File: config.mk
export PLATFORM = sky130hd
export DESIGN_NAME = scfp_protect
export DESIGN_NICKNAME = d
export VERILOG_FILES = /design/src/rtl/scfp_pkg.sv /design/src/rtl/scfp_protect.sv
export VERILOG_INCLUDE_DIRS = /design/src /design/src/rtl
export SDC_FILE = /design/constraint.sdc
export NUM_CORES = 1
export LEC_CHECK = 0
export ABC_AREA = 1
export BUFFER_PORTS_ARGS = -buffer_cell sky130_fd_sc_hd__buf_2
export CORE_ASPECT_RATIO = 1.25
export CORE_UTILIZATION = 40
export CTS_CLUSTER_DIAMETER = 120
export DETAILED_ROUTE_END_ITERATION = 16
export GPL_TIMING_DRIVEN = 0
export HOLD_SLACK_MARGIN = 0.02
export RECOVER_POWER = 100
export SLEW_MARGIN = 20
export SYNTH_ARGS = -nofsm -noshare
export SYNTH_HDL_FRONTEND = slang
export SYNTH_SLANG_ARGS = --single-unit
File: constraint.sdc
create_clock -name clk -period 2.1 [get_ports clk]
set_clock_uncertainty 0.15 [all_clocks]
set_input_delay 0.42 -clock clk [delete_from_list [all_inputs] [get_ports clk]]
set_output_delay 0.42 -clock clk [all_outputs]
set_load 0.05 [all_outputs]
File: src/rtl/scfp_defs.svh
`ifndef SCFP_DEFS_SVH
`define SCFP_DEFS_SVH
// Clock rate in MHz.
`define SCFP_CLK_MHZ 125
// Filter and timer figures in their own units.
`define SCFP_SHORT_SENSE_US 60
`define SCFP_REFRESH_MS 14
`define SCFP_ON_OPEN_SENSE_MS 12
`define SCFP_OFF_OPEN_SENSE_US 60
`define SCFP_NEG_FILTER_US 60
`define SCFP_SHORT_BLANK_US 5
`define SCFP_LONG_BLANK_US 15
// Cycle counts derived from the clock rate.
`define SCFP_SHORT_SENSE_CYC (`SCFP_SHORT_SENSE_US * `SCFP_CLK_MHZ)
`define SCFP_REFRESH_CYC (`SCFP_REFRESH_MS * 1000 * `SCFP_CLK_MHZ)
`define SCFP_ON_OPEN_CYC (`SCFP_ON_OPEN_SENSE_MS * 1000 * `SCFP_CLK_MHZ)
`define SCFP_OFF_OPEN_CYC (`SCFP_OFF_OPEN_SENSE_US * `SCFP_CLK_MHZ)
`define SCFP_NEG_FILTER_CYC (`SCFP_NEG_FILTER_US * `SCFP_CLK_MHZ)
`define SCFP_SHORT_BLANK_CYC (`SCFP_SHORT_BLANK_US * `SCFP_CLK_MHZ)
`define SCFP_LONG_BLANK_CYC (`SCFP_LONG_BLANK_US * `SCFP_CLK_MHZ)
// Command code for 50 mA: 50/1230 of 1024 steps with a 1 ohm sense resistor.
`define SCFP_LOW_CURRENT_CODE 10'h02A
// Register offsets.
`define SCFP_ADDR_CMD0 4'h0
`define SCFP_ADDR_CMD1 4'h1
`define SCFP_ADDR_CFG0 4'h2
`define SCFP_ADDR_CFG1 4'h3
`define SCFP_ADDR_FAULT 4'h4
`define SCFP_ADDR_STATE 4'h5
// Configuration field positions.
`define SCFP_CFG_SLEW_LO 0
`define SCFP_CFG_TYPE_BIT 2
// Fault register field positions, channel n at 4*n.
`define SCFP_FLT_OC 0
`define SCFP_FLT_OG 1
`define SCFP_FLT_OT 2
`define SCFP_CFG_RESET 3'h0
`endif

File: src/rtl/scfp_pkg.sv
package scfp_pkg;
   typedef enum logic [2:0] {
      SCFP_RUN     = 3'b001,
      SCFP_REFRESH = 3'b010,
      SCFP_HOT     = 3'b100
   } scfp_state_e;
   typedef logic [31:0] scfp_count_t;
endpackage

File: src/rtl/scfp_protect.sv
// Functional notes
// - Gate on: overcurrent held past short sense time turns the driver off.
// - Overcurrent shutdown sets a fault bit kept until the fault register is read.
// - After shutdown stay off for the refresh time, then restart automatically.
// - A persisting overcurrent after restart trips again and refreshes again.
// - Overcurrent comparator ignored during blanking after each off-to-on switch.
// - Blanking is 5 us for slew 0 or 1, 15 us for slew 2 or 3.
// - Commands written during refresh are stored and applied once it ends.
// - Each channel has its own detection, refresh timing and fault bits.
// - No overcurrent fault while the current command is below 50 mA.
// - Above 50 mA, driver on past on-state open time sets open fault.
// - Above 50 mA, driver off, negative sense low past filter sets open fault.
// - Below 50 mA, positive low past off time or negative low sets open fault.
// - Fault-typing bit selects the positive pin pull-up, else pull-down.
// - Typing bit writes never change driver state or regulated current.
// - With zero command a short to ground still sets the open fault.
// - Overtemperature turns the channel off and flags it; restart when cleared.
// - Thermal fault bit per channel, kept until the host reads it.
// - The default input resets registers but keeps the fault bits.
// - Power-on reset clears fault bits and forces the command to zero.
`timescale 1ns/1ns
`default_nettype none
`include "scfp_defs.svh"
module scfp_protect
   import scfp_pkg::*;
#(
   parameter int CHANNELS    = 2,
   parameter int REFRESH_CYC = `SCFP_REFRESH_CYC,
   parameter int ON_OPEN_CYC = `SCFP_ON_OPEN_CYC
) (
   // Clock and reset.
   input  wire logic                clk,
   input  wire logic                rst_n,
   // Default input.
   input  wire logic                defaultIn,
   // Register port.
   input  wire logic [3:0]          regAddr,
   input  wire logic [15:0]         regWrData,
   input  wire logic                regWrite,
   input  wire logic                regRead,
   output logic      [15:0]         regRdData,
   // Channel requests and comparators.
   input  wire logic [CHANNELS-1:0] regulateOn,
   input  wire logic [CHANNELS-1:0] posOverCurrent,
   input  wire logic [CHANNELS-1:0] posBelowOpen,
   input  wire logic [CHANNELS-1:0] negativeSenseLow,
   input  wire logic [CHANNELS-1:0] overTemp,
   // Channel outputs.
   output logic      [CHANNELS-1:0] gateEnable,
   output logic      [CHANNELS-1:0] posPullUp,
   output logic      [CHANNELS-1:0] posPullDown,
   output logic      [CHANNELS-1:0] overcurrentFaultBit,
   output logic      [CHANNELS-1:0] openOrGroundFaultBit,
   output logic      [CHANNELS-1:0] thermalFaultBit
);
   localparam int ELEN = 2;

   function automatic logic cmdHigh(input logic [9:0] cmd);
      cmdHigh = cmd > `SCFP_LOW_CURRENT_CODE;
   endfunction

   function automatic scfp_count_t step(input logic cond, input scfp_count_t c,
                                        input scfp_count_t lim);
      if (!cond) begin
         step = '0;
      end else if (c < lim) begin
         step = c + 32'h1;
      end else begin
         step = c;
      end
   endfunction

   logic [9:0]        cmdReg   [CHANNELS];
   logic [9:0]        cmdNext  [CHANNELS];
   logic [2:0]        cfgReg   [CHANNELS];
   logic [2:0]        cfgNext  [CHANNELS];
   scfp_state_e       stReg    [CHANNELS];
   scfp_state_e       stNext   [CHANNELS];
   scfp_count_t       ocCnt_reg   [CHANNELS];
   scfp_count_t       ocCnt_next  [CHANNELS];
   scfp_count_t       blCnt_reg   [CHANNELS];
   scfp_count_t       blCnt_next  [CHANNELS];
   scfp_count_t       refCnt_reg  [CHANNELS];
   scfp_count_t       refCnt_next [CHANNELS];
   scfp_count_t       onCnt_reg   [CHANNELS];
   scfp_count_t       onCnt_next  [CHANNELS];
   scfp_count_t       posCnt_reg  [CHANNELS];
   scfp_count_t       posCnt_next [CHANNELS];
   scfp_count_t       negCnt_reg  [CHANNELS];
   scfp_count_t       negCnt_next [CHANNELS];
   logic [CHANNELS-1:0] gate_reg;
   logic [CHANNELS-1:0] gate_next;
   logic [CHANNELS-1:0] oc_reg;
   logic [CHANNELS-1:0] oc_next;
   logic [CHANNELS-1:0] og_reg;
   logic [CHANNELS-1:0] og_next;
   logic [CHANNELS-1:0] ot_reg;
   logic [CHANNELS-1:0] ot_next;
   logic [15:0]         rd_reg;
   logic [15:0]         rd_next;

   always_comb begin
      logic readFault;
      logic hi;
      logic want;
      logic trip;
      readFault = regRead && (regAddr == `SCFP_ADDR_FAULT);
      hi        = 1'b0;
      want      = 1'b0;
      trip      = 1'b0;
      gate_next = gate_reg;
      oc_next   = oc_reg;
      og_next   = og_reg;
      ot_next   = ot_reg;
      rd_next   = 16'h0000;
      for (int n = 0; n < CHANNELS; n++) begin
         cmdNext[n]     = cmdReg[n];
         cfgNext[n]     = cfgReg[n];
         stNext[n]      = stReg[n];
         ocCnt_next[n]  = ocCnt_reg[n];
         blCnt_next[n]  = blCnt_reg[n];
         refCnt_next[n] = refCnt_reg[n];
         if (regWrite && regAddr == `SCFP_ADDR_CMD0 + 4'(n)) begin
            cmdNext[n] = regWrData[9:0];
         end
         if (regWrite && regAddr == `SCFP_ADDR_CFG0 + 4'(n)) begin
            cfgNext[n] = regWrData[2:0];
         end
         if (defaultIn) begin
            cmdNext[n] = 10'h000;
            cfgNext[n] = `SCFP_CFG_RESET;
         end
         hi   = cmdHigh(cmdReg[n]);
         want = regulateOn[n] && (cmdReg[n] != 10'h000);
         trip = 1'b0;
         case (stReg[n])
            SCFP_RUN: begin
               gate_next[n] = want;
               if (want && !gate_reg[n]) begin
                  blCnt_next[n] = cfgReg[n][1] ? `SCFP_LONG_BLANK_CYC : `SCFP_SHORT_BLANK_CYC;
               end else if (blCnt_reg[n] != '0) begin
                  blCnt_next[n] = blCnt_reg[n] - 32'h1;
               end
               ocCnt_next[n] = step(gate_reg[n] && blCnt_reg[n] == '0 && posOverCurrent[n],
                                    ocCnt_reg[n], `SCFP_SHORT_SENSE_CYC);
               if (hi && ocCnt_reg[n] >= `SCFP_SHORT_SENSE_CYC) begin
                  oc_next[n]     = 1'b1;
                  gate_next[n]   = 1'b0;
                  stNext[n]      = SCFP_REFRESH;
                  refCnt_next[n] = '0;
                  ocCnt_next[n]  = '0;
                  trip           = 1'b1;
               end
            end
            SCFP_REFRESH: begin
               gate_next[n]   = 1'b0;
               refCnt_next[n] = refCnt_reg[n] + 32'h1;
               if (refCnt_reg[n] >= REFRESH_CYC - 1) begin
                  stNext[n] = SCFP_RUN;
               end
            end
            default: begin
               gate_next[n] = 1'b0;
               if (!overTemp[n]) begin
                  stNext[n] = SCFP_RUN;
               end
            end
         endcase
         if (overTemp[n]) begin
            stNext[n]    = SCFP_HOT;
            gate_next[n] = 1'b0;
         end
         onCnt_next[n]  = step(hi && gate_reg[n], onCnt_reg[n], ON_OPEN_CYC);
         // Negative filter in all modes but driver on with high command.
         negCnt_next[n] = step(!(hi && gate_reg[n]) && negativeSenseLow[n], negCnt_reg[n],
                               `SCFP_NEG_FILTER_CYC);
         posCnt_next[n] = step(!hi && posBelowOpen[n], posCnt_reg[n], `SCFP_OFF_OPEN_CYC);
         if (readFault) begin
            oc_next[n] = 1'b0;
            og_next[n] = 1'b0;
            ot_next[n] = 1'b0;
            rd_next[4*n+`SCFP_FLT_OC] = oc_reg[n];
            rd_next[4*n+`SCFP_FLT_OG] = og_reg[n];
            rd_next[4*n+`SCFP_FLT_OT] = ot_reg[n];
         end
         if (trip) begin
            oc_next[n] = 1'b1;
         end
         if (onCnt_reg[n] >= ON_OPEN_CYC || negCnt_reg[n] >= `SCFP_NEG_FILTER_CYC ||
             posCnt_reg[n] >= `SCFP_OFF_OPEN_CYC) begin
            og_next[n] = 1'b1;
         end
         if (overTemp[n]) begin
            ot_next[n] = 1'b1;
         end
         if (regRead && regAddr == `SCFP_ADDR_CMD0 + 4'(n)) begin
            rd_next = {6'h00, cmdReg[n]};
         end
         if (regRead && regAddr == `SCFP_ADDR_CFG0 + 4'(n)) begin
            rd_next = {13'h0000, cfgReg[n]};
         end
         if (regRead && regAddr == `SCFP_ADDR_STATE) begin
            rd_next[4*n +: 3] = stReg[n];
            rd_next[4*n+3]    = gate_reg[n];
         end
      end
   end

   always_ff @(posedge clk or negedge rst_n) begin
      if (!rst_n) begin
         gate_reg <= '0;
         oc_reg   <= '0;
         og_reg   <= '0;
         ot_reg   <= '0;
         rd_reg   <= 16'h0000;
         for (int n = 0; n < CHANNELS; n++) begin
            cmdReg[n]     <= 10'h000;
            cfgReg[n]     <= `SCFP_CFG_RESET;
            stReg[n]      <= SCFP_RUN;
            ocCnt_reg[n]  <= '0;
            blCnt_reg[n]  <= '0;
            refCnt_reg[n] <= '0;
            onCnt_reg[n]  <= '0;
            posCnt_reg[n] <= '0;
            negCnt_reg[n] <= '0;
         end
      end else begin
         gate_reg <= gate_next;
         oc_reg   <= oc_next;
         og_reg   <= og_next;
         ot_reg   <= ot_next;
         rd_reg   <= rd_next;
         for (int n = 0; n < CHANNELS; n++) begin
            cmdReg[n]     <= cmdNext[n];
            cfgReg[n]     <= cfgNext[n];
            stReg[n]      <= stNext[n];
            ocCnt_reg[n]  <= ocCnt_next[n];
            blCnt_reg[n]  <= blCnt_next[n];
            refCnt_reg[n] <= refCnt_next[n];
            onCnt_reg[n]  <= onCnt_next[n];
            posCnt_reg[n] <= posCnt_next[n];
            negCnt_reg[n] <= negCnt_next[n];
         end
      end
   end

   logic [CHANNELS-1:0] pu_reg;
   logic [CHANNELS-1:0] pu_next;
   logic [CHANNELS-1:0] pd_reg;
   logic [CHANNELS-1:0] pd_next;

   // Both bias pins leave their own flop, so the pull-down is on after reset.
   always_comb begin
      for (int n = 0; n < CHANNELS; n++) begin
         pu_next[n] = cfgNext[n][`SCFP_CFG_TYPE_BIT];
      end
      pd_next = ~pu_next;
   end

   always_ff @(posedge clk or negedge rst_n) begin
      if (!rst_n) begin
         pu_reg <= '0;
         pd_reg <= '1;
      end else begin
         pu_reg <= pu_next;
         pd_reg <= pd_next;
      end
   end

   assign gateEnable           = gate_reg;
   assign posPullUp            = pu_reg;
   assign posPullDown          = pd_reg;
   assign overcurrentFaultBit  = oc_reg;
   assign openOrGroundFaultBit = og_reg;
   assign thermalFaultBit      = ot_reg;
   assign regRdData            = rd_reg;
endmodule
`default_nettype wire

* Word-level counts from Yosys, hierarchy flattened
Cells that the tools add are included.
** Storage, ports and cells
- Flip-flop bits (word level) :: 444
- Word-level logic and storage cells :: 230
** Cells by class
- Add/sub/neg operators :: 12
- Order comparisons :: 20
- Equal/unequal tests :: 23
- Multiplexer cells :: 75
- Bitwise gates (word level) :: 1
- Reductions and logical operators :: 69
** Operators with widths (count)
- $mux 32 :: 24
- $add 32x1->32 const B :: 10
- $ge 32x13->1 const B :: 6
- $lt 32x13->1 const B :: 6
- $ge 32x21->1 const B :: 4
- $pmux 32 s2 :: 2
- $logic_not 32->1 :: 2
- $lt 32x21->1 const B :: 2
- $reduce_bool 32->1 :: 2
- $sub 32x1->32 const B :: 2
- $mux 10 :: 5
- $mux 16 :: 3
- $mux 3 :: 12
- $logic_and 1x1->1 :: 26
- $reduce_bool 2->1 :: 12
- $mux 1 :: 23
- $mux 11 :: 2
- $gt 10x6->1 const B :: 2
- $reduce_and 2->1 :: 10
- $reduce_bool 10->1 :: 2
- $ne 2x1->1 const B :: 6
- $ne 3x3->1 const B :: 4
- $pmux 3 s2 :: 2
- $reduce_bool 3->1 :: 4
- 12 further kinds :: 27

* Depth between registers and ports, before layout
Gate-level depths: netlist of the first run.
- Word-level depth :: 9
- Gate-level depth with buffers :: 14
- Gate-level depth less buffers :: 13

* Worst setup path before layout of the first run
OpenSTA, ideal clock, no wires.
- Kind :: register -> register
- Start :: reg gate_reg[1], in the netlist gateEnable[1]
- End :: reg blCnt_reg[10] (netlist bit)
- Setup time :: 65 ps
- Arrival time :: 1706 ps
- Slack :: 180 ps
- Stages on the path, launching flop included :: 10
- Buffers on the path :: 3
- Period minus slack after synthesis :: 1920 ps
- Cells stage by stage :: dfrtp_1 clkbuf_1 inv_1 nand3_1 buf_2 buf_2 nand2_1 nand2_1 nand2_1 nand2_1
** On the way
- Longest elaborated chain between the ends :: 4
- Elaborated cells between the ends (all ways) :: 5
** Ends and longest elaborated chain
- start: declaration :: line scfp_protect.sv:91 : logic [CHANNELS-1:0] gate_reg;
- start signal: assignment :: line scfp_protect.sv:228 : gate_reg <= gate_next;
- $logic_not 1->1 * :: line scfp_protect.sv:139 : if (want && !gate_reg[n]) begin
- $logic_and 1x1->1 * :: line scfp_protect.sv:139
- $reduce_bool 2->1 (no line)
- $reduce_and 2->1 (no line)
- end signal: indexed assignment :: line scfp_protect.sv:238 : blCnt_reg[n] <= blCnt_next[n];
- end: declaration :: line scfp_protect.sv:81 : scfp_count_t blCnt_reg [CHANNELS];
Mark *: on every way between the ends. The rest lies on a longest branch, timed or not.
A chain may end at the register's enable or synchronous reset.

* Worst setup path in the final report of the first run
- Start :: reg ocCnt_reg[42] (netlist bit)
- End :: reg ocCnt_reg[50] (netlist bit)
** On the way
- Longest elaborated chain between the ends :: 4
- Elaborated cells between the ends (all ways) :: 9
** Ends and longest elaborated chain
- start: declaration :: line scfp_protect.sv:79 : scfp_count_t ocCnt_reg [CHANNELS];
- start signal: indexed assignment :: line scfp_protect.sv:237 : ocCnt_reg[n] <= ocCnt_next[n];
- $add 32x1->32 or $ge 32x13->1 (tied branches)
- $mux 32 or $logic_and 1x1->1 (tied branches)
- $mux 32 or $ne 3x1->1 (tied branches)
- $mux 32 or $reduce_and 2->1 (tied branches)
Parallel ways exist; a longest one is shown, timed or not. The select of a mux whose other input is x is not followed.

==> impl_metrics.csv, run 1 <==
group,metric,value,unit
setup_path,crit_type,"reg -> reg",
floorplan,die_h,279,µm
placed_design,port_buffers,50,
drt,drt_pass1_iterations,6,
setup_path,cp_max_fo,6,
clocking,clkSinkCount,436,
power,p_int,15.8,mW
sta,setup_viol,0,
sta,relSlewSlack,30.5,%
sta,rsz0062_at_grt,"true",
synthesis,synth_edf_count,0,
outcome,status,"finished, final reports clean",
synthesis,ys_seq_elements,436,
setup_path,ff2ff_setup_slack,0.0006,ns
power,power_frac_seq,41.5,%
power,p_per_area,777,mW/mm²
placed_design,place_inst,4313,
power,p_sw_share,28.9,%
synthesis,yosysTopAreaCellShare,44.0,%
layout,multi_input_area,0.0120,mm²
setup_path,crit_required,2.42,ns
drt,num_vias,21900,
global_route,grt_pass1_wl,103000,µm
placed_design,hpwl,45200,µm
power,power_switching,6.45,mW
layout,layout-drive-gt1-share,11.0,%
synthesis,ys_seq_area_share,44.5,%
clocking,clk_latency,0.59,ns
setup_path,cpPeakStageDelay,0.42,ns
synthesis,ys_types,51,
global_route,grt_max_degree,98,
layout,num-fill-cells,6226,
synthesis,avgSynthCellArea,7.05,µm²
power,ir_worst_vdd,0.558,mV
drt,routed_wl,62500,µm
setup_path,crit_chain,"nand2_1, nor2_1, nor2_1, nand2_1, nor2_4, nand2_2, nand2_4, nor2_4, nor2_4, buf_6, buf_6, nor2_1",
layout,seq_area,0.0109,mm²
layout,areaGrowthSynthToFinish,16.7,%
setup_path,cp_slowest_cell,"dfrtp_1",
global_route,grt_usage,20.0,%
setup_path,path_buf_inv,2,
clocking,cts_max_path_buffers,3,
setup_path,cp-end-kind,"register",
synthesis,yosysWarnings,0,
clocking,cts_tree,"yes",
global_route,first_global_vias,20800,
layout,num-nets-final,3695,
synthesis,yosys.area.top_type,"dfrtp_1",
synthesis,synthArstFlopShare,100,%
floorplan,dieArea,0.0624,mm²
synthesis,synthTopCellsByCount,"nand2_1 (1,009), nor2_1 (648), dfrtp_1 (432), inv_1 (420), nand3_1 (296)",
hold_path,hp-class,"in -> reg",
setup_path,cp_data_arrival_time,2.42,ns
setup_path,worstSetupStartpointType,"register",
sta,fin_crit,2.10,ns
floorplan,coreArea,0.0607,mm²
sta,hold_violations,0,
drt,via_per_inst,4.93,
layout,layout.cells.non_filler,4447,
power,p_comb_share,16.2,%
clocking,h-tree-depth,2,
global_route,gr-total-overflow,0,
synthesis,synth.area.top_cells,"dfrtp_1 (44%), nand2_1 (15%), nor2_1 (9.9%)",
clocking,clk_pin_slew,0.07,ns
floorplan,initial_core_util,40.5,%
drt,wl_per_cell,14.1,µm
sta,drv_slew,0,
global_route,antenna_found_initial,4,
job,maxCapViolations,0,
sta,fin_setup_tns,0,ns
power,p_leak,13.7,nW
floorplan,std_cell_rows,101,
synthesis,synth_flop_cell,"dfrtp_1",
synthesis,synthesis.area,0.0246,mm²
drt,ant_nets,0,
synthesis,netlist_instances,3481,
sta,worst_slack,0.000643,ns
drt,drc_errors,0,
clocking,numCtsBuffers,48,
placed_design,post-place-ws,-0.218,ns
setup_path,cpLargestDelayFamily,"simple AND/OR/NAND/NOR gates",
drt,drt_iter0_markers,1403,
layout,fin_util,47.2,%
sta,fin_crit_sh,100,%
floorplan,ios,63,
power,p_clk_share,42.3,%
clocking,cts-root-buf,"clkbuf_16",
synthesis,synth_most_common_cell,"nand2_1",
sta,worst_pin_slew,1.04,ns
placed_design,gp_congestion,0.932,
sta,fmax,476,MHz
power,total_power,22.3,mW
floorplan,die_w,224,µm
[per-stage QoR]
step | hold slack [ns] | cell area [µm²]
2_1_floorplan | -0.0256 | 24600
3_3_place_gp | 0.312 | 25800
3_5_place_dp | 0.142 | 25900
4_1_cts | 0.0354 | 27900
5_1_grt | 0.0787 | 28700
6_report | 0.0567 | 28700
[tightest hold or removal path, stage by stage]
cell and delay, ns:
buf_2 0.13, nand4_1 0.09, nor2_1 0.04, nand2_1 0.05
nand2_1 0.04
[metal layers]
metal  share of wire, %  routed length, µm  vias up  GRT usage [%]
li1                   -                  -    11200              -
met1                 45              28000    10100           25.9
met3                4.5               2790      126           3.03
met4                3.0               1870        6           7.18
met2                 48              29900      428           33.9
met5              0.051                 32        -              0
[placed cells by master (no fill, tap or decap), types with 6 or more instances in the layout]
cell type	synthesis	layout
nand2_2	12	21
conb_1	1	6
bufinv_16	0	11
nand2_4	0	9
nand3_1	296	292
nor2_4	5	19
nor3_2	9	10
clkbuf_2	0	8
clkbuf_16	0	49
o21ai_0	94	92
ha_1	22	17
nor4_1	8	8
nor3_1	59	53
clkbuf_1	30	33
dfrtp_2	0	11
inv_2	13	18
o21bai_1	8	8
nand2_1	1009	990
buf_6	4	19
inv_1	420	413
clkbuf_4	0	8
nor2_1	648	603
xor2_1	91	91
a21oi_1	26	26
clkbuf_8	0	7
nor2_2	12	43
dfrtp_1	432	421
buf_2	42	69
dlygate4sd3_1	0	8
o21ai_1	38	39
nand4_1	109	109
buf_4	13	47
xnor2_1	23	23
o22ai_1	7	7
clkinv_2	0	7
[kinds of logic after synthesis]
kind of cell | after synthesis | share of synthesized area (%)
AO/OA/AOI/OAI | 198 | 4.51
XOR/XNOR | 114 | 4.07
adder cells (fa/ha/maj) | 22 | 1.12
buffers and inverters | 526 | 8.58
flip-flops | 436 | 44.5
multiplexers | 1 | 0.0408
other | 1 | 0.0153
AND/OR/NAND/NOR | 2183 | 37.2
[power by group through the flow]
stage	logic (mW)	registers (mW)	clock network (mW)
2_1_floorplan	2.26	9.30	0
3_3_place_gp	3.19	9.36	0
3_5_place_dp	3.25	9.35	0
4_1_cts	3.30	9.21	9.68
5_1_grt	4.08	9.31	10.0
6_report	3.60	9.26	9.42
[path summary, 6_finish.rpt]
kind	from	to	cells past startpoint
max	ocCnt_reg[42]	ocCnt_reg[50]	12
min in group asynchronous	rst_n	ocCnt_reg[36]	2
min reg2reg	negCnt_reg[20]	negCnt_reg[20]	2
min	posOverCurrent[0]	ocCnt_reg[35]	5
max in group asynchronous	rst_n	posCnt_reg[52]	5
max reg2reg	ocCnt_reg[42]	ocCnt_reg[50]	12
[what timing repair did]
action	in CTS	in global routing
pin swaps	2	28
setup buffers	1	33
gates cloned	0	5
hold buffers	8	0
endpoints found under the setup margin	239	374
hold endpoints to repair	194	0
gates resized for setup	28	181
[area by class of cell]
type                    instances  share of cell area [%]
multi-input cells            2524                    41.9
flip-flops and latches        436                    38.1
inverters                     434                    5.71
clock buffers                  63                    4.71
well taps                     772                    3.37
repair buffers                102                    2.70
plain buffers                  92                    2.03
clock inverters                23                    1.41
diodes                          1                 0.00873
(Power assumes the default switching activity.)
==> run 2: changes to the inputs <==
clock period = 2.23 ns   (was 2.1 ns; I/O delays follow)
==> run 2 against run 1 <==
Via count decreased by 0.58%. First-iteration DRC count fell by 7.3%. Clock power is 5.8% lower. Global-route usage is essentially flat. Hold slack better by 0.025 ns. Flip-flop and latch count unchanged.
==> impl_metrics.csv, run 2 (synthesized netlist as in run 1, its figures left out) <==
group,metric,value,unit
setup_path,cpLargestDelayFamily,"flip-flops",
sta,setup_viol,0,
power,p_leak,13.4,nW
clocking,clk_pin_slew,0.06,ns
setup_path,worstReg2RegStart,"ocCnt_reg[42]",
clocking,cts_max_path_buffers,3,
layout,layout_commonest_cell,"nand2_1",
clocking,numCtsBuffers,48,
outcome,status,"finished, final reports clean",
setup_path,rr_endpoint,"ocCnt_reg[53]",
setup_path,crit_type,"reg -> out",
floorplan,ios,63,
setup_path,ff2ff_setup_slack,0.08,ns
drt,routed_wl,61700,µm
drt,wl_per_cell,14.0,µm
setup_path,cpPeakStageDelay,0.64,ns
drt,drc_errors,0,
layout,stdcell_area,0.0279,mm²
global_route,grt_usage,20.0,%
sta,fin_crit_sh,97.7,%
hold_path,hp-start,"regWrData[5]",
clocking,clkSinkCount,436,
placed_design,port_buffers,50,
power,p_per_area,741,mW/mm²
setup_path,crit_required,1.63,ns
clocking,h-tree-depth,2,
hold_path,holdPathStages,3,
setup_path,path_buf_inv,1,
floorplan,initial_core_util,40.5,%
sta,hold_violations,0,
sta,rsz0062_at_grt,"true",
power,total_power,20.7,mW
floorplan,std_cell_rows,101,
sta,fin_crit,2.18,ns
drt,via_per_inst,4.94,
floorplan,die_h,279,µm
floorplan,coreArea,0.0607,mm²
sta,fmax,459,MHz
drt,drt_iter0_markers,1301,
global_route,grt_pass1_wl,103000,µm
job,maxCapViolations,0,
placed_design,place_area,0.0259,mm²
placed_design,place_inst,4313,
hold_path,hp-class,"in -> reg",
sta,drv_slew,0,
sta,fin_setup_tns,0,ns
layout,num-nets-final,3660,
sta,worst_pin_slew,1.13,ns
placed_design,gp_congestion,0.932,
clocking,cts_tree,"yes",
floorplan,dieArea,0.0624,mm²
layout,final_cell_mix,"nand2_1 (1,004), nor2_1 (636), dfrtp_1 (432)",
global_route,first_global_vias,20800,
drt,ant_nets,0,
placed_design,hpwl,45200,µm
global_route,grt_max_degree,98,
drt,num_vias,21800,
setup_path,cp-end-kind,"output port",
drt,drt_pass1_iterations,8,
setup_path,cp.depth,1,
layout,layout-drive-gt1-share,7.67,%
clocking,cts-root-buf,"clkbuf_16",
power,ir_worst_vdd,0.528,mV
setup_path,rr_worst_depth,11,
clocking,clk_latency,0.59,ns
setup_path,cp_max_fo,9,
sta,relSlewSlack,24.8,%
setup_path,cp_slowest_cell,"dfrtp_1",
layout,areaGrowthSynthToFinish,13.8,%
hold_path,hold_end,"cmdReg[5]",
setup_path,worstSetupStartpointType,"register",
layout,fin_util,46.1,%
global_route,antenna_found_initial,4,
setup_path,cp_data_arrival_time,1.58,ns
setup_path,crit_chain,"buf_2",
layout,layout.cells.non_filler,4412,
floorplan,die_w,224,µm
global_route,gr-total-overflow,0,
## run 2: cell type report
cell class | count | area [µm²]
Clock buffer | 63 | 1350
Inverter | 434 | 1630
Timing Repair Buffer | 69 | 462
Antenna cell | 1 | 2.50
Multi-Input combinational cell | 2524 | 11700
Sequential cell | 436 | 10900
Fill cell | 6290 | 32700
Tap cell | 772 | 966
Clock inverter | 23 | 404
Buffer | 90 | 493
## run 2: repair_timing
action | 4_1_cts | 5_1_grt
buffers inserted | 0 | 8
hold buffers | 6 | 0
gates resized for setup | 3 | 56
pin swaps | 0 | 4
setup endpoints to repair | 15 | 272
hold endpoints to repair | 191 | 0
## run 2: per-stage QoR
stage / hold WS [ns] / worst slack (ns)
6_report: 0.0814 / 0.0505
5_1_grt: 0.0811 / -0.0613
4_1_cts: 0.0396 / 0.000891
3_5_place_dp: 0.168 / -0.0880
3_3_place_gp: 0.312 / -8.50
2_1_floorplan: 0.000409 / 0.310
## run 2: worst max-delay path by stage
| stage | startpoint | endpoint | slack (ns) |
|---|---|---|---|
| 2_1_floorplan | gateEnable[1] | blCnt_reg[10] | 0.31 |
| 3_5_place_dp | cmdReg[18] | posCnt_reg[62] | -0.09 |
| 4_1_cts | blCnt_reg[0] | blCnt_reg[30] | 0.0009 |
| 3_3_place_gp | rst_n | posCnt_reg[53] | -8.50 |
| 6_report | gateEnable[0] | gateEnable[0] | 0.05 |
| 5_1_grt | ocCnt_reg[36] | ocCnt_reg[39] | -0.06 |
## run 2: power by group
group / internal, mW / switching (mW)
Sequential: 8.26 / 0.428
Combinational: 0.973 / 2.17
Clock: 5.52 / 3.35
Total: 14.8 / 5.95
## run 2: per-layer routing
layer  GRT usage (%)  vias to the layer above  part of all wire (%)
met3            3.01                      114                   4.5
met4            7.32                        6                   2.8
met2            33.8                      414                    48
met1            25.9                    10100                    45
met5               0                        -                 0.052
li1                -                    11200                     -
==> run 3: changes to the inputs <==
clock period = 2.2 ns   (was 2.23 ns; I/O delays follow)
==> run 3 against run 2 <==
Routed wire length is essentially flat. Utilization grew 0.14 points. Via count is essentially flat. Largest cell class unchanged. Largest power group unchanged.
==> impl_metrics.csv, run 3 (synthesized netlist as in run 1, its figures left out) <==
group,metric,value,unit
outcome,status,"finished, final reports clean",
drt,drt_iter0_markers,1333,
clocking,numCtsBuffers,48,
power,power_frac_seq,41.9,%
drt,via_per_inst,4.94,
hold_path,hp-class,"in -> reg",
power,total_power,21.0,mW
power,power_switching,6.04,mW
drt,drc_errors,0,
clocking,cts_max_path_buffers,3,
floorplan,dieArea,0.0624,mm²
sta,rsz0062_at_grt,"true",
sta,setup_viol,0,
job,maxCapViolations,0,
layout,layout-drive-gt1-share,7.99,%
power,p_comb_share,15.3,%
drt,wl_per_cell,14.0,µm
sta,hold_violations,0,
layout,fin_util,46.2,%
setup_path,cp_slowest_cell,"dfstp_2",
sta,fmax,482,MHz
layout,layout.cells.non_filler,4416,
clocking,clk_pin_slew,0.06,ns
power,p_int,15.0,mW
sta,drv_slew,0,
clocking,clk_latency,0.59,ns
layout,final_cell_mix,"nand2_1 (1,005), nor2_1 (632), dfrtp_1 (431)",
global_route,gr-total-overflow,0,
power,p_leak,13.4,nW
drt,routed-wl-met3,2770,µm
sta,fin_crit,2.07,ns
placed_design,place_area,0.0259,mm²
global_route,grt_usage,20.0,%
drt,met2WireLength,29400,µm
placed_design,place_inst,4313,
power,ir_worst_vdd,0.534,mV
drt,ant_nets,0,
drt,drt_pass1_iterations,6,
drt,routed_wl,61600,µm
layout,num-fill-cells,6279,
global_route,first_global_vias,20800,
global_route,grt_max_degree,98,
setup_path,crit_type,"reg -> reg",
setup_path,cp-end-kind,"register",
layout,seq_area,0.0109,mm²
setup_path,cp_data_arrival_time,2.46,ns
drt,dr.max_layer_used,"met5",
clocking,cts-root-buf,"clkbuf_16",
clocking,h-tree-depth,2,
floorplan,ios,63,
setup_path,cp_max_fo,10,
sta,relSlewSlack,25.0,%
power,p_sw_share,28.7,%
placed_design,gp_congestion,0.932,
placed_design,hpwl,45200,µm
setup_path,crit_required,2.58,ns
clocking,cts_tree,"yes",
setup_path,cpPeakStageDelay,0.55,ns
power,p_clk_share,42.8,%
layout,areaGrowthSynthToFinish,14.1,%
setup_path,crit_top_cell,"inv_1",
setup_path,worstSetupStartpointType,"register",
layout,multi_input_area,0.0117,mm²
layout,layout_commonest_cell,"nand2_1",
floorplan,initial_core_util,40.5,%
layout,num-nets-final,3664,
drt,wl_met1,27700,µm
power,p_per_area,750,mW/mm²
floorplan,coreArea,0.0607,mm²
sta,worst_pin_slew,1.12,ns
global_route,grt_pass1_wl,103000,µm
floorplan,die_h,279,µm
drt,num_vias,21800,
sta,fin_crit_sh,94.3,%
floorplan,std_cell_rows,101,
floorplan,die_w,224,µm
global_route,antenna_found_initial,4,
clocking,clkSinkCount,436,
layout,stdcell_area,0.0280,mm²
setup_path,crit_chain,"inv_1, nor3_4, inv_1, a21oi_4, buf_2, nand3_1, nand2_1",
placed_design,port_buffers,50,
[run 3: final cells by class]
cell class                 instances  share of cell area (%)
timing repair buffer              71                    1.78
tap                              772                    3.45
inverter                         434                    5.83
sequential                       436                    38.9
multi-input combinational       2524                    41.9
antenna                            1                 0.00893
buffer                            92                    1.85
clock inverter                    23                    1.44
clock buffer                      63                    4.81
[run 3: final timing paths]
check,startpoint,end,slack (ns),cells past startpoint
worst max register to register,stReg[3],blCnt_reg[60],0.13,7
min in group asynchronous,rst_n,ocCnt_reg[36],0.13,2
worst min-delay path,regWrData[5],cmdReg[15],0.07,3
max in group asynchronous,rst_n,posCnt_reg[52],0.28,5
worst min register to register,negCnt_reg[20],negCnt_reg[20],0.33,2
worst max-delay path,stReg[3],blCnt_reg[60],0.13,7
[run 3: worst max-delay path: cells and delay by family, from the launching register on]
kind | cells | cell delay (ns)
flip-flops | 1 | 0.55
AO/OA/AOI/OAI | 1 | 0.24
AND/OR/NAND/NOR | 3 | 0.48
buffers and inverters | 3 | 0.59
[run 3: stage by stage]
stage | hold WS, ns | setup TNS [ns] | worst slack (ns)
after floorplan | -0.00559 | 0 | 0.280
after global placement | 0.312 | -3679.81 | -8.52
after detailed placement | 0.162 | -1.46 | -0.118
after CTS | 0.0336 | 0 | 0.00290
after global routing | 0.0751 | -0.0740 | -0.0143
final | 0.0725 | 0 | 0.126
[run 3: what timing repair did]
action,4_1_cts,5_1_grt
pin swaps,0,7
endpoints found under the hold margin,192,0
setup buffers,0,10
endpoints found under the setup margin,45,285
resized for setup,6,73
hold buffers,6,0
[run 3: per-layer routing]
| layer | global-route usage, % | vias up |
|---|---|---|
| li1 | - | 11200 |
| met1 | 26.0 | 10000 |
| met2 | 33.9 | 444 |
| met3 | 3.01 | 127 |
| met4 | 7.25 | 6 |
| met5 | 0 | - |
[run 3: power groups by stage]
| stage | clock network, mW | logic (mW) | registers [mW] |
|---|---|---|---|
| floorplan | 0 | 2.16 | 8.88 |
| global placement | 0 | 3.04 | 8.94 |
| detailed placement | 0 | 3.10 | 8.93 |
| CTS | 9.24 | 3.12 | 8.79 |
| global route | 9.57 | 3.67 | 8.86 |
| finish | 9.00 | 3.21 | 8.81 |
